## src/rtl/port_override_defs.svh

```systemverilog
`ifndef PORT_OVERRIDE_DEFS_SVH
`define PORT_OVERRIDE_DEFS_SVH

// Pin counts of the three port slices
`define PA_PINS 4
`define PB_PINS 8
`define PC_PINS 8

// Port B pin positions
`define PB_SCK 7
`define PB_MISO 6
`define PB_MOSI 5
`define PB_SS 4
`define PB_TIMER_ONE 1
`define PB_TIMER_ZERO 0

// Address mask field width and pin thresholds
`define MASK_W 3
`define MASK_TOP 3'h7

// Reset values of the pad side
`define OE_N_RESET 1'b1
`define OUT_RESET 1'b0
`define PULLUP_RESET 1'b0

`endif

```

## src/rtl/port_override_pkg.sv

```systemverilog
package port_override_pkg;

   // Serial interface role seen by the pin logic
   typedef enum logic [1:0] {
      role_off = 2'b00,
      role_slave = 2'b01,
      role_master = 2'b10
   } serial_role_type;

endpackage

```

## src/rtl/port_alternate_function_override.sv

```systemverilog
`timescale 1ns/100ps
`include "port_override_defs.svh"

module port_alternate_function_override
   import port_override_pkg::*;
(
   input wire logic clk,
   input wire logic reset_n,
   // Shared control
   input wire logic global_pullup_disable,
   input wire logic ext_mem_enable,
   input wire logic address_active,
   input wire logic write_strobe,
   input wire logic [`MASK_W-1:0] address_mask_field,
   // Memory interface data
   input wire logic [`PA_PINS-1:0] addr_low,
   input wire logic [`PA_PINS-1:0] data_out,
   input wire logic [`PC_PINS-1:0] addr_high,
   // Port A low nibble
   input wire logic [`PA_PINS-1:0] dir_a,
   input wire logic [`PA_PINS-1:0] out_a,
   input wire logic [`PA_PINS-1:0] pad_in_a,
   output logic [`PA_PINS-1:0] pad_out_a,
   output logic [`PA_PINS-1:0] pad_oe_n_a,
   output logic [`PA_PINS-1:0] pullup_a,
   output logic [`PA_PINS-1:0] data_in,
   // Port B
   input wire logic serial_if_enable,
   input wire logic serial_master_select,
   input wire logic serial_clock_out,
   input wire logic master_data_out,
   input wire logic slave_data_out,
   input wire logic compare_out_enable,
   input wire logic timer_zero_compare_out,
   input wire logic [`PB_PINS-1:0] dir_b,
   input wire logic [`PB_PINS-1:0] out_b,
   input wire logic [`PB_PINS-1:0] pad_in_b,
   output logic [`PB_PINS-1:0] pad_out_b,
   output logic [`PB_PINS-1:0] pad_oe_n_b,
   output logic [`PB_PINS-1:0] pullup_b,
   output logic serial_clock_in,
   output logic master_data_in,
   output logic slave_data_in,
   output logic slave_select_in,
   output logic serial_slave_active,
   output logic timer_one_count_in,
   output logic timer_zero_count_in,
   // Port C
   input wire logic [`PC_PINS-1:0] dir_c,
   input wire logic [`PC_PINS-1:0] out_c,
   input wire logic [`PC_PINS-1:0] pad_in_c,
   output logic [`PC_PINS-1:0] pad_out_c,
   output logic [`PC_PINS-1:0] pad_oe_n_c,
   output logic [`PC_PINS-1:0] pullup_c
);

   // Upper address threshold for port C pin index: 1..7, the low two share 7
   function automatic logic [`MASK_W:0] mask_threshold(input int idx);
      logic [`MASK_W:0] t;
      t = {1'b0, `MASK_TOP} - (`MASK_W+1)'(idx) + (`MASK_W+1)'(1);
      if (t > {1'b0, `MASK_TOP}) begin
         t = {1'b0, `MASK_TOP};
      end
      return t;
   endfunction

   // ---------------- Port A low nibble ----------------
   wire logic bus_phase; // Write strobe or address output phase
   wire logic [`PA_PINS-1:0] pa_ddov;
   wire logic [`PA_PINS-1:0] pa_pvov;
   wire logic [`PA_PINS-1:0] pa_puov;
   wire logic [`PA_PINS-1:0] pa_ovr;

   assign bus_phase = write_strobe | address_active;
   assign pa_ovr = {`PA_PINS{ext_mem_enable}};
   assign pa_ddov = {`PA_PINS{bus_phase}};
   // Address while address phase, write data while strobe
   assign pa_pvov = (addr_low & {`PA_PINS{address_active}})
                  | (data_out & {`PA_PINS{write_strobe}});
   // Idle memory pins pull up from port bit, global disable wins
   assign pa_puov = ~pa_ddov & out_a & {`PA_PINS{~global_pullup_disable}};

   pin_override_cell #(.N(`PA_PINS)) port_a_cell (
      .clk(clk),
      .reset_n(reset_n),
      .pullup_override_en(pa_ovr),
      .pullup_override_val(pa_puov),
      .direction_override_en(pa_ovr),
      .direction_override_val(pa_ddov),
      .value_override_en(pa_ovr),
      .value_override_val(pa_pvov),
      .dir_bits(dir_a),
      .out_bits(out_a),
      .global_pullup_disable(global_pullup_disable),
      .pad_in(pad_in_a),
      .pad_out_q(pad_out_a),
      .pad_oe_n_q(pad_oe_n_a),
      .pullup_q(pullup_a),
      .din_q(data_in)
   );

   // ---------------- Port B ----------------
   serial_role_type role; // Current serial role
   wire logic is_slave;
   wire logic is_master;
   wire logic [`PB_PINS-1:0] pb_force_in; // Pins forced to input
   wire logic [`PB_PINS-1:0] pb_value_override_en;
   wire logic [`PB_PINS-1:0] pb_pvov;
   wire logic [`PB_PINS-1:0] pb_puov;
   logic slave_active_q; // Registered slave activity
   wire logic [1:0] unused_comp; // Comparator pins carry no digital function here

   assign role = !serial_if_enable ? role_off
               : (serial_master_select ? role_master : role_slave);
   assign is_slave = (role == role_slave);
   assign is_master = (role == role_master);

   // Role dependent input forcing per pin
   assign pb_force_in = {is_slave, is_master, is_slave, is_slave, 4'h0};
   // Values driven when the direction bit makes the pin an output
   assign pb_value_override_en = {is_master, is_slave, is_master, 4'h0,
                     compare_out_enable};
   assign pb_pvov = {serial_clock_out, slave_data_out, master_data_out, 4'h0,
                     timer_zero_compare_out};
   // Forced inputs still pull up from the port bit
   assign pb_puov = out_b & {`PB_PINS{~global_pullup_disable}};

   pin_override_cell #(.N(`PB_PINS)) port_b_cell (
      .clk(clk),
      .reset_n(reset_n),
      .pullup_override_en(pb_force_in),
      .pullup_override_val(pb_puov),
      .direction_override_en(pb_force_in),
      .direction_override_val({`PB_PINS{1'b0}}),
      .value_override_en(pb_value_override_en),
      .value_override_val(pb_pvov),
      .dir_bits(dir_b),
      .out_bits(out_b),
      .global_pullup_disable(global_pullup_disable),
      .pad_in(pad_in_b),
      .pad_out_q(pad_out_b),
      .pad_oe_n_q(pad_oe_n_b),
      .pullup_q(pullup_b),
      .din_q({serial_clock_in, master_data_in, slave_data_in, slave_select_in,
              unused_comp, timer_one_count_in, timer_zero_count_in})
   );

   // Slave activity follows the select pin, low active
   always_ff @(posedge clk) begin
      if (!reset_n) begin
         slave_active_q <= 1'b0;
      end else begin
         slave_active_q <= is_slave & ~pad_in_b[`PB_SS];
      end
   end
   assign serial_slave_active = slave_active_q;

   // ---------------- Port C ----------------
   wire logic [`PC_PINS-1:0] pc_ovr; // Upper address override per pin

   generate
      for (genvar i = 0; i < `PC_PINS; i++) begin : g_pc
         // Mask below this pin's threshold hands it to the memory bus
         assign pc_ovr[i] = ext_mem_enable
                          & ({1'b0, address_mask_field} < mask_threshold(i));
      end
   endgenerate

   pin_override_cell #(.N(`PC_PINS)) port_c_cell (
      .clk(clk),
      .reset_n(reset_n),
      .pullup_override_en(pc_ovr),
      .pullup_override_val({`PC_PINS{1'b0}}),
      .direction_override_en(pc_ovr),
      .direction_override_val({`PC_PINS{1'b1}}),
      .value_override_en(pc_ovr),
      .value_override_val(addr_high),
      .dir_bits(dir_c),
      .out_bits(out_c),
      .global_pullup_disable(global_pullup_disable),
      .pad_in(pad_in_c),
      .pad_out_q(pad_out_c),
      .pad_oe_n_q(pad_oe_n_c),
      .pullup_q(pullup_c),
      .din_q()
   );
endmodule

```

## src/rtl/pin_override_cell.sv

```systemverilog
`timescale 1ns/100ps
`include "port_override_defs.svh"

// Generic override combine for a group of pins, registered toward the pad
module pin_override_cell #(
   parameter int N = 8
) (
   input wire logic clk,
   input wire logic reset_n,
   input wire logic [N-1:0] pullup_override_en,
   input wire logic [N-1:0] pullup_override_val,
   input wire logic [N-1:0] direction_override_en,
   input wire logic [N-1:0] direction_override_val,
   input wire logic [N-1:0] value_override_en,
   input wire logic [N-1:0] value_override_val,
   input wire logic [N-1:0] dir_bits,
   input wire logic [N-1:0] out_bits,
   input wire logic global_pullup_disable,
   input wire logic [N-1:0] pad_in,
   output logic [N-1:0] pad_out_q,
   output logic [N-1:0] pad_oe_n_q,
   output logic [N-1:0] pullup_q,
   output logic [N-1:0] din_q
);

   // Effective direction, value and pull-up per pin
   wire logic [N-1:0] drive_d;
   wire logic [N-1:0] value_d;
   wire logic [N-1:0] pullup_d;
   wire logic [N-1:0] plain_pullup;

   // Plain pull-up only for input with port bit high and no global disable
   assign plain_pullup = ~dir_bits & out_bits & {N{~global_pullup_disable}};
   assign drive_d = (direction_override_en & direction_override_val)
                  | (~direction_override_en & dir_bits);
   assign value_d = (value_override_en & value_override_val)
                  | (~value_override_en & out_bits);
   assign pullup_d = ((pullup_override_en & pullup_override_val)
                   | (~pullup_override_en & plain_pullup)) & ~drive_d;

   // Pad registers; output enable is active low
   always_ff @(posedge clk) begin
      if (!reset_n) begin
         pad_out_q <= {N{`OUT_RESET}};
         pad_oe_n_q <= {N{`OE_N_RESET}};
         pullup_q <= {N{`PULLUP_RESET}};
         din_q <= '0;
      end else begin
         pad_out_q <= value_d & drive_d;
         pad_oe_n_q <= ~drive_d;
         pullup_q <= pullup_d;
         din_q <= pad_in;
      end
   end

endmodule

```

## config.mk

```make
export PLATFORM = sky130hd
export DESIGN_NAME = port_alternate_function_override
export DESIGN_NICKNAME = d
export VERILOG_FILES = /design/src/rtl/port_override_pkg.sv /design/src/rtl/port_alternate_function_override.sv /design/src/rtl/pin_override_cell.sv
export VERILOG_INCLUDE_DIRS = /design/src /design/src/rtl
export SDC_FILE = /design/constraint.sdc
export NUM_CORES = 1
export LEC_CHECK = 0
export BUFFER_PORTS_ARGS = -buffer_cell sky130_fd_sc_hd__buf_2
export CAP_MARGIN = 10
export CORE_AREA = 5 5 96 71
export DETAILED_ROUTE_END_ITERATION = 10
export DIE_AREA = 0 0 101 76
export GPL_ROUTABILITY_DRIVEN = 1
export GPL_TIMING_DRIVEN = 0
export HOLD_SLACK_MARGIN = 0.02
export PLACE_DENSITY = 0.78
export SYNTH_ARGS = -nofsm -noshare
export SYNTH_HDL_FRONTEND = slang
export SYNTH_SLANG_ARGS = --single-unit
```

## constraint.sdc

```tcl
create_clock -name clk -period 1.42 [get_ports clk]
set_input_delay 0.142 -clock clk [delete_from_list [all_inputs] [get_ports clk]]
set_output_delay 0.142 -clock clk [all_outputs]
set_load 0.02 [all_outputs]
```

# Word-level counts from Yosys, hierarchy flattened
# Cells that the tools add are included.
# totals
reg_bits	73
output_inout_bits	71
wordCells	85
# op_classes
order_cmp	7
muxes	2
bitwise	62
n_eq_ne	2
# op_table
op	n
$and A8 B8 Y8	18
$and A4 B4 Y4	14
$not A8 Y8	7
$or A8 B8 Y8	4
$not A4 Y4	4
$or A4 B4 Y4	4
$lt A3 B3 Y1 const B	4
$and A1 B1 Y1	8
$lt A3 B2 Y1 const B	2
$mux W2	2
$lt A3 B1 Y1 const B	1
$eq A2 B1 Y1 const B	1
$eq A2 B2 Y1 const B	1
$not A1 Y1	2
$or A1 B1 Y1	1

# Logic depth before layout (Yosys ltp)
# Gate-level depths: netlist of run 1.
# logic_depth
depth_word	7
mapped_depth	5

# Modules after synthesis
# From an unflattened synthesis of run 1, not the netlist that was laid out.
# hier_totals
hier_cells	283
hier_area_um2	3319.4
# by_module_without_submodules
module	n_inst	area_each_um2	cells_per_inst
pin_override_cell (port_b_cell ...)	2	1239.9	100
pin_override_cell (port_a_cell)	1	609.3	49
port_alternate_function_override	1	230.2	34

# Least setup slack after synthesis of run 1
# Ideal clock, no wire load.
# synth_timing
kind	input port to flip-flop
startpoint	input port ext_mem_enable
endpoint	register port_a_cell.pad_out_q[0]
path_slack_ns	0.392
stages	5
n_path_buf	2
t_arrival_ns	0.905
setup_ns	0.124
cell_sequence	buf_4 -> or3b_1 -> buf_6 -> o211ai_1 -> nor3_1
# synth_between
elab_chain_len	4
word_cells_on_any_way	8
classes_between	8 x bitwise
# synth_rtl
element	line	text
from (decl)	port_alternate_function_override.sv:11	input wire logic ext_mem_enable,
$not A4 Y4	pin_override_cell.sv:35, pin_override_cell.sv:37	
$and A4 B4 Y4, on equally long branches	pin_override_cell.sv:37, pin_override_cell.sv:35	
$or A4 B4 Y4, on equally long branches	pin_override_cell.sv:37, pin_override_cell.sv:35	
$and A4 B4 Y4 *	pin_override_cell.sv:49	pad_out_q <= value_d & drive_d;
to (signal assigned)	pin_override_cell.sv:44	pad_out_q <= {N{`OUT_RESET}};
to (signal assigned)	pin_override_cell.sv:49	
to (decl)	pin_override_cell.sv:20	output logic [N-1:0] pad_out_q,
# Every way passes the cells marked *; elsewhere a longest branch is shown, timed or not.
# A chain may end at the register's enable or synchronous reset.

==> qor.yml, run 1 <==
status: "complete, no violations"
seq_area_frac_synth: 0.632
hold_path_end: "port_b_cell.pullup_q[6]"
yosys_warnings: 0
cts_root_buffer: "clkbuf_8"
maxSlewViolCount: 0
die_h_um: 76
cts_setup_buffers: 0
required_ps: 1690
startpoint_type: "primary input"
core_mm2: 0.00592
cts_tree: "built"
hp-start: "out_b[6]"
crit_type: "in2reg"
critPathMaxFanout: 10
fillers: 520
finalSetupTns_ps: 0
cp-end-kind: "flop"
ys_types: 28
syn_to_final_growth_pct: 59.7
utilization: 0.607
routedWlPerCell_um: 14.6
row_count: 24
htreeDepth: 3
synth_area_mm2: 0.00225
dieWidth_um: 101
ios: 163
setup_violations: 0
numCtsBuffers: 9
port_buffers: 151
arrival_ps: 1560
hold_viol: 0
via_count: 2225
via_per_inst: 4.59
dieArea_mm2: 0.00768
finalWirelength_mm: 7.07
drv_cap: 0
grt_max_degree: 13
synth.net_count: 305
antenna-diode-count: 0
slowest_stage: "dlygate4sd3_1"
ys_ff_latch: 71
track_usage: 0.186
cts.sinks: 71
worst_pin_slew_ps: 727
fin_crit_ps: 1290
syn_area_per_cell_um2: 10.6
period_share: 0.907
antenna_found_initial: 0
rsz0062_at_grt: "false"
clk_pin_slew_ps: 70
power_density_mw_per_mm2: 1230
ant_nets: 0
min_path_cells: 3
ir_drop_mv: 0.636
drive_gt1_frac: 0.435
fmax_ghz: 0.776
start_util: 0.380
drt_iter0_markers: 82
clock_path_buffers: 2
final_nets: 495
drtPass1Iterations: 4
crit_top_cell: "buf_2"
synthCells: 213
worstPathCellList: "buf_2 -> nor2b_1 -> buf_2 -> nand2_1 -> nor3_1 -> dlygate4sd3_1"
grt_pass1_vias: 2296
min_path_type: "in2reg"
grt_pass1_wl_mm: 11.1
leakage_nw: 1.78
place_congestion: 0.802
hpwlAfterDp_mm: 5.26
grt_overflow: 0
drc: 0
slowest_delay_ps: 570
max_slew_margin: 0.513
hold_slack_ps: 47.9
## logic make-up after synthesis
group                  count (synthesis)  share of synthesized area
buffers and inverters                 12                     0.0278
multiplexers                           5                     0.0222
AO/OA/AOI/OAI                         35                      0.104
flip-flops                            71                      0.632
AND/OR/NAND/NOR                       90                      0.214
## placed cells by master (no fill, tap or decap), types with 5 or more instances in the layout
cell	count
a21oi_1	7
and2_1	10
and3_1	9
buf_2	156
clkbuf_8	9
dfxtp_1	71
dlygate4sd3_1	28
mux2i_1	5
nand2_1	23
nand2b_1	5
nand3_1	11
nor2_1	8
nor3_1	9
nor3b_1	6
o21ai_0	8
## worst max path at each step
stage                        start                   endpoint  slack (ps)  cells after the start
floorplan           ext_mem_enable   port_a_cell.pad_out_q[0]         390                      5
global placement           reset_n  port_c_cell.pad_oe_n_q[3]          70                      4
detailed placement         reset_n  port_c_cell.pad_oe_n_q[7]          50                      4
CTS                        reset_n    port_c_cell.pullup_q[4]         190                      6
global route               reset_n    port_c_cell.pullup_q[6]          40                      6
finish                     reset_n    port_c_cell.pullup_q[6]         130                      6
## stage by stage
step,instance area [um^2],instances,setup slack [ps],power (mW)
2_1_floorplan,2250,213,392,2.43
3_3_place_gp,3100,442,66.8,2.70
3_5_place_dp,3100,442,49.0,2.71
4_1_cts,3590,485,185,4.46
5_1_grt,3590,485,41.4,4.61
6_report,3590,485,132,4.41
## repair_timing
action | 4_1_cts | 5_1_grt
hold buffers | 28 | 0
endpoints found under the hold margin | 38 | 0
resized for setup | 0 | 0
## worst max-delay path: cells and delay by family
| kind | cells | cell delay, ps |
|---|---|---|
| buffers and inverters | 3 | 970 |
| and+or+nand+nor | 3 | 450 |
## metal layers
layer | up-vias | track usage | part of all wire
li1 | 1116 | - | -
met1 | 1023 | 0.204 | 0.41
met2 | 84 | 0.330 | 0.50
met3 | 2 | 0.0769 | 0.089
met4 | 0 | 0.0438 | 0.0024
met5 | - | 0 | 0
## sequential cells by signal (all words and copies together), names as in the netlist
register / flops
port_a_cell.din_q: 4
port_a_cell.pad_oe_n_q: 4
port_a_cell.pad_out_q: 4
port_a_cell.pullup_q: 4
port_b_cell.din_q: 6
port_b_cell.pad_oe_n_q: 8
port_b_cell.pad_out_q: 8
port_b_cell.pullup_q: 8
port_c_cell.pad_oe_n_q: 8
port_c_cell.pad_out_q: 8
port_c_cell.pullup_q: 8
serial_slave_active: 1
## power breakdown
group	switching (mW)	internal, mW	leakage [nW]
combinational	0.340	0.270	1.09
clock	0.715	0.976	0.105
sequential	0.0217	2.09	0.586
## layout make-up
type / count / area (um^2) / share of cell area
repair buffers: 179 / 1040 / 0.288
well taps: 78 / 97.6 / 0.0272
inverters: 2 / 7.51 / 0.00209
multi-input cells: 130 / 766 / 0.213
clock buffers: 9 / 124 / 0.0345
clock inverters: 6 / 86.3 / 0.0240
plain buffers: 10 / 55.1 / 0.0153
flip-flops and latches: 71 / 1420 / 0.396
## synth_stat cells
| master | number | area share |
|---|---|---|
| o211ai_1 | 4 | 0.013 |
| o21ai_0 | 8 | 0.018 |
| nand2_1 | 23 | 0.038 |
| a221oi_1 | 4 | 0.016 |
| nand2b_1 | 5 | 0.014 |
| inv_1 | 2 | 0.0033 |
| and2_1 | 10 | 0.028 |
| o21a_1 | 2 | 0.0067 |
| buf_6 | 1 | 0.0050 |
| o21ai_2 | 4 | 0.016 |
| nor2b_1 | 2 | 0.0056 |
| nor2_1 | 8 | 0.013 |
| clkbuf_1 | 3 | 0.0050 |
| dfxtp_1 | 71 | 0.63 |
| buf_4 | 1 | 0.0033 |
| mux2i_1 | 5 | 0.022 |
| or3b_1 | 1 | 0.0039 |
| nor3_1 | 9 | 0.020 |
| buf_2 | 5 | 0.011 |
| a21oi_1 | 7 | 0.016 |
| and3_1 | 9 | 0.025 |
| a31oi_1 | 1 | 0.0028 |
| nor3b_1 | 6 | 0.020 |
| a211oi_1 | 1 | 0.0033 |
| nor4b_1 | 3 | 0.012 |
| nand3b_1 | 3 | 0.010 |
| nand3_1 | 11 | 0.024 |
| a21boi_0 | 4 | 0.013 |
(Power assumes the default switching activity.)
==> run 2, diff against run 1 <==
--- a/config.mk
+++ b/config.mk
@@ -6,13 +6,13 @@
 export SDC_FILE = /design/constraint.sdc
 export NUM_CORES = 1
 export LEC_CHECK = 0
+export ABC_CLOCK_PERIOD_IN_PS = 1420
 export BUFFER_PORTS_ARGS = -buffer_cell sky130_fd_sc_hd__buf_2
 export CAP_MARGIN = 10
 export CORE_AREA = 5 5 96 71
 export DETAILED_ROUTE_END_ITERATION = 10
 export DIE_AREA = 0 0 101 76
 export GPL_ROUTABILITY_DRIVEN = 1
-export GPL_TIMING_DRIVEN = 0
 export HOLD_SLACK_MARGIN = 0.02
 export PLACE_DENSITY = 0.78
 export SYNTH_ARGS = -nofsm -noshare
==> qor.yml, run 2 (synthesis results as in run 1) <==
utilization: 0.611
finalWirelength_mm: 6.78
placed_cell_area_mm2: 0.00311
grt_overflow: 0
htreeDepth: 3
internal_power_mw: 3.18
antenna-diode-count: 0
finalSetupTns_ps: 0
finalInstanceArea_mm2: 0.00361
arrival_ps: 1580
drc: 0
period_share: 0.916
drt_iter0_markers: 63
critPathMaxFanout: 3
antenna_found_initial: 0
via_count: 2211
stdcell_count: 487
cp-end-kind: "flop"
via_per_inst: 4.54
syn_to_final_growth_pct: 60.6
clk_pin_slew_ps: 70
multi_input_area_um2: 766
power_density_mw_per_mm2: 1190
grt_max_degree: 19
crit_type: "in2reg"
rsz0062_at_grt: "false"
grt_pass1_vias: 2252
cts.sinks: 71
drtPass1Iterations: 4
row_count: 24
ios: 163
startpoint_type: "primary input"
fmax_ghz: 0.769
dieArea_mm2: 0.00768
register_area_mm2: 0.00142
numCtsBuffers: 9
fin_crit_ps: 1300
drive_gt1_frac: 0.438
leakage_nw: 1.79
hold_viol: 0
required_ps: 1700
p_switching_mw: 1.11
worst_pin_slew_ps: 445
p_sw_frac: 0.260
track_usage: 0.175
drv_cap: 0
grt_pass1_wl_mm: 10.6
seq_power_share: 0.491
fillers: 500
port_buffers: 152
power_frac_comb: 0.143
dp.cells: 440
core_mm2: 0.00592
max_slew_margin: 0.700
p_total_mw: 4.29
ir_drop_mv: 0.738
final_nets: 496
ant_nets: 0
start_util: 0.380
clock_path_buffers: 2
dieWidth_um: 101
cts_tree: "built"
clkPwrFrac: 0.366
min_path_type: "in2reg"
routedWlPerCell_um: 13.9
die_h_um: 76
place_congestion: 0.806
status: "complete, no violations"
maxSlewViolCount: 0
hpwlAfterDp_mm: 4.97
cts_setup_buffers: 0
final_cell_mix: "buf_2, dfxtp_1, dlygate4sd3_1, nand2_1, nand3_1"
cts_root_buffer: "clkbuf_8"
setup_violations: 0
mostFrequentLayoutCell: "buf_2"
==> run 2: area by class of cell <==
cell class,instances,share of cell area
multi-input combinational,130,0.212
sequential,71,0.393
clock inverter,7,0.0201
tap,78,0.0270
timing repair buffer,190,0.311
inverter,2,0.00208
clock buffer,9,0.0343
==> run 2: final timing paths <==
kind / start / to / slack [ps] / cells after the start
min: addr_high[7] / port_c_cell.pad_out_q[7] / 30 / 3
max: dir_c[4] / port_c_cell.pullup_q[4] / 120 / 4
==> run 2: critical path, cell delays in order <==
cell and delay [ps]:
dlygate4sd3_1 530, buf_2 130, nor3_1 190, dlygate4sd3_1 580
==> run 2: per-layer routing <==
metal / global-route usage / wire, um / vias up
li1: - / - / 1121
met3: 0.0741 / 656 / 11
met2: 0.300 / 3270 / 90
met1: 0.197 / 2780 / 989
met5: 0 / 0 / -
met4: 0.0518 / 70 / 0
==> run 2: through the flow <==
step	hold slack (ps)	setup slack, ps
after detailed placement	322	166
after global placement	318	213
after floorplan	204	392
after global routing	22.7	48.2
final	34.3	119
after CTS	21.5	172
==> run 2: what timing repair did <==
action,4_1_cts,5_1_grt
endpoints found under the hold margin,39,2
hold buffers,29,2
gates resized for setup,0,0
==> run 2: power groups by stage <==
| stage | clock [mW] | sequential, mW | combinational [mW] |
|---|---|---|---|
| finish | 1.57 | 2.11 | 0.612 |
| global route | 1.73 | 2.12 | 0.664 |
| CTS | 1.62 | 2.11 | 0.609 |
| detailed placement | 0 | 2.15 | 0.550 |
| global placement | 0 | 2.15 | 0.541 |
| floorplan | 0 | 2.28 | 0.150 |
==> run 3, diff against run 2 <==
--- a/config.mk
+++ b/config.mk
@@ -9,12 +9,12 @@
 export ABC_CLOCK_PERIOD_IN_PS = 1420
 export BUFFER_PORTS_ARGS = -buffer_cell sky130_fd_sc_hd__buf_2
 export CAP_MARGIN = 10
-export CORE_AREA = 5 5 96 71
+export CORE_AREA = 5 5 113 62
 export DETAILED_ROUTE_END_ITERATION = 10
-export DIE_AREA = 0 0 101 76
+export DIE_AREA = 0 0 118 67
 export GPL_ROUTABILITY_DRIVEN = 1
 export HOLD_SLACK_MARGIN = 0.02
-export PLACE_DENSITY = 0.78
+export PLACE_DENSITY = 0.75
 export SYNTH_ARGS = -nofsm -noshare
 export SYNTH_HDL_FRONTEND = slang
 export SYNTH_SLANG_ARGS = --single-unit
==> qor.yml, run 3 (synthesis results as in run 1) <==
rsz0062_at_grt: "false"
setup_violations: 0
grt_max_degree: 27
cp-end-kind: "flop"
finalSetupTns_ps: 0
drv_cap: 0
cts_tree: "built"
ios: 163
htreeDepth: 3
required_ps: 1630
clk_pin_slew_ps: 60
ant_nets: 0
dieWidth_um: 118
final_cell_mix: "buf_2, dfxtp_1, nand2_1, dlygate4sd3_1, nand3_1"
hpwlAfterDp_mm: 5.23
slowest_stage: "nor4b_1"
startpoint_type: "primary input"
arrival_ps: 1200
drt_iter0_markers: 111
port_buffers: 152
die_h_um: 67
grt_overflow: 0
start_util: 0.384
via_per_inst: 4.71
routedWlPerCell_um: 14.4
ir_drop_mv: 1.29
placed_cell_area_mm2: 0.00310
finalWirelength_mm: 6.79
grt_pass1_wl_mm: 10.9
dieArea_mm2: 0.00791
worst_pin_slew_ps: 409
fmax_ghz: 1.01
crit_top_cell: "buf_4"
final_nets: 481
place_congestion: 0.788
max_slew_margin: 0.726
multi_input_area_um2: 766
hold_path_end: "port_b_cell.pullup_q[5]"
syn_to_final_growth_pct: 60.5
cts_root_buffer: "clkbuf_16"
antenna-diode-count: 0
leakage_nw: 1.79
finalInstanceArea_mm2: 0.00361
numCtsBuffers: 9
worstPathCellList: "buf_2 -> buf_4 -> inv_1 -> a31oi_1 -> buf_4 -> nor4b_1"
cts_setup_buffers: 0
cts.sinks: 71
via_count: 2218
power_density_mw_per_mm2: 1450
clock_path_buffers: 2
mostFrequentLayoutCell: "buf_2"
drtPass1Iterations: 4
row_count: 20
post_cts_resized: 0
crit_type: "in2reg"
worst-path-buf-inv: 4
core_mm2: 0.00586
status: "complete, no violations"
crit_family: "buffers and inverters"
p_total_mw: 5.24
grt_pass1_vias: 2255
antenna_found_initial: 0
cts_hold_buffers: 15
slowest_delay_ps: 310
fin_crit_ps: 993
min_path_cells: 2
register_area_mm2: 0.00142
critPathMaxFanout: 11
drc: 0
fillers: 496
drive_gt1_frac: 0.454
track_usage: 0.178
period_share: 0.699
hp-start: "dir_b[5]"
maxSlewViolCount: 0
hold_viol: 0
min_path_type: "in2reg"
[run 3: changes by cell type in the layout (fill, tap and decap cells not counted)]
cell and delta:
bufinv_16 +2, clkbuf_16 +9, clkbuf_8 -8, clkinv_4 -1, clkinvlp_4 -1, dlygate4sd3_1 -15
inv_6 -1
[run 3: report_power, final]
group	leakage [nW]	internal, mW	switching, mW	total (mW)
logic	1.04	0.254	0.334	0.588
registers	0.586	2.09	0.0223	2.11
clock network	0.168	1.76	0.790	2.54
[run 3: cell type report]
class / instances / area share
well taps: 77 / 0.0267
inverters: 2 / 0.00208
clock buffers: 10 / 0.0662
flip-flops and latches: 71 / 0.394
repair buffers: 175 / 0.270
multi-input cells: 130 / 0.212
clock inverters: 6 / 0.0298
[run 3: per-stage QoR]
stage | setup slack [ps] | instances | hold WS (ps) | utilization
floorplan | 392 | 213 | 204 | -
global placement | 186 | 439 | 318 | 0.530
detailed placement | 124 | 439 | 330 | 0.530
CTS | 455 | 470 | 21.4 | 0.615
global route | 327 | 471 | 23.6 | 0.617
finish | 427 | 471 | 30.9 | 0.617
[run 3: routing by layer]
| layer | part of all wire | vias to the layer above | global-route usage |
|---|---|---|---|
| met5 | 0 | - | 0 |
| met4 | 0.0044 | 0 | 0.0386 |
| met3 | 0.13 | 8 | 0.103 |
| met2 | 0.44 | 114 | 0.275 |
| met1 | 0.43 | 1007 | 0.215 |
| li1 | - | 1089 | - |
[run 3: worst max path at each step]
stage	slack [ps]	startpoint	depth (start not counted)	to
floorplan	390	ext_mem_enable	5	port_a_cell.pad_out_q[0]
global placement	190	ext_mem_enable	4	port_a_cell.pad_out_q[3]
detailed placement	120	ext_mem_enable	6	port_c_cell.pullup_q[0]
CTS	450	ext_mem_enable	6	port_c_cell.pullup_q[0]
global route	330	ext_mem_enable	6	port_c_cell.pullup_q[1]
finish	430	ext_mem_enable	6	port_c_cell.pullup_q[0]
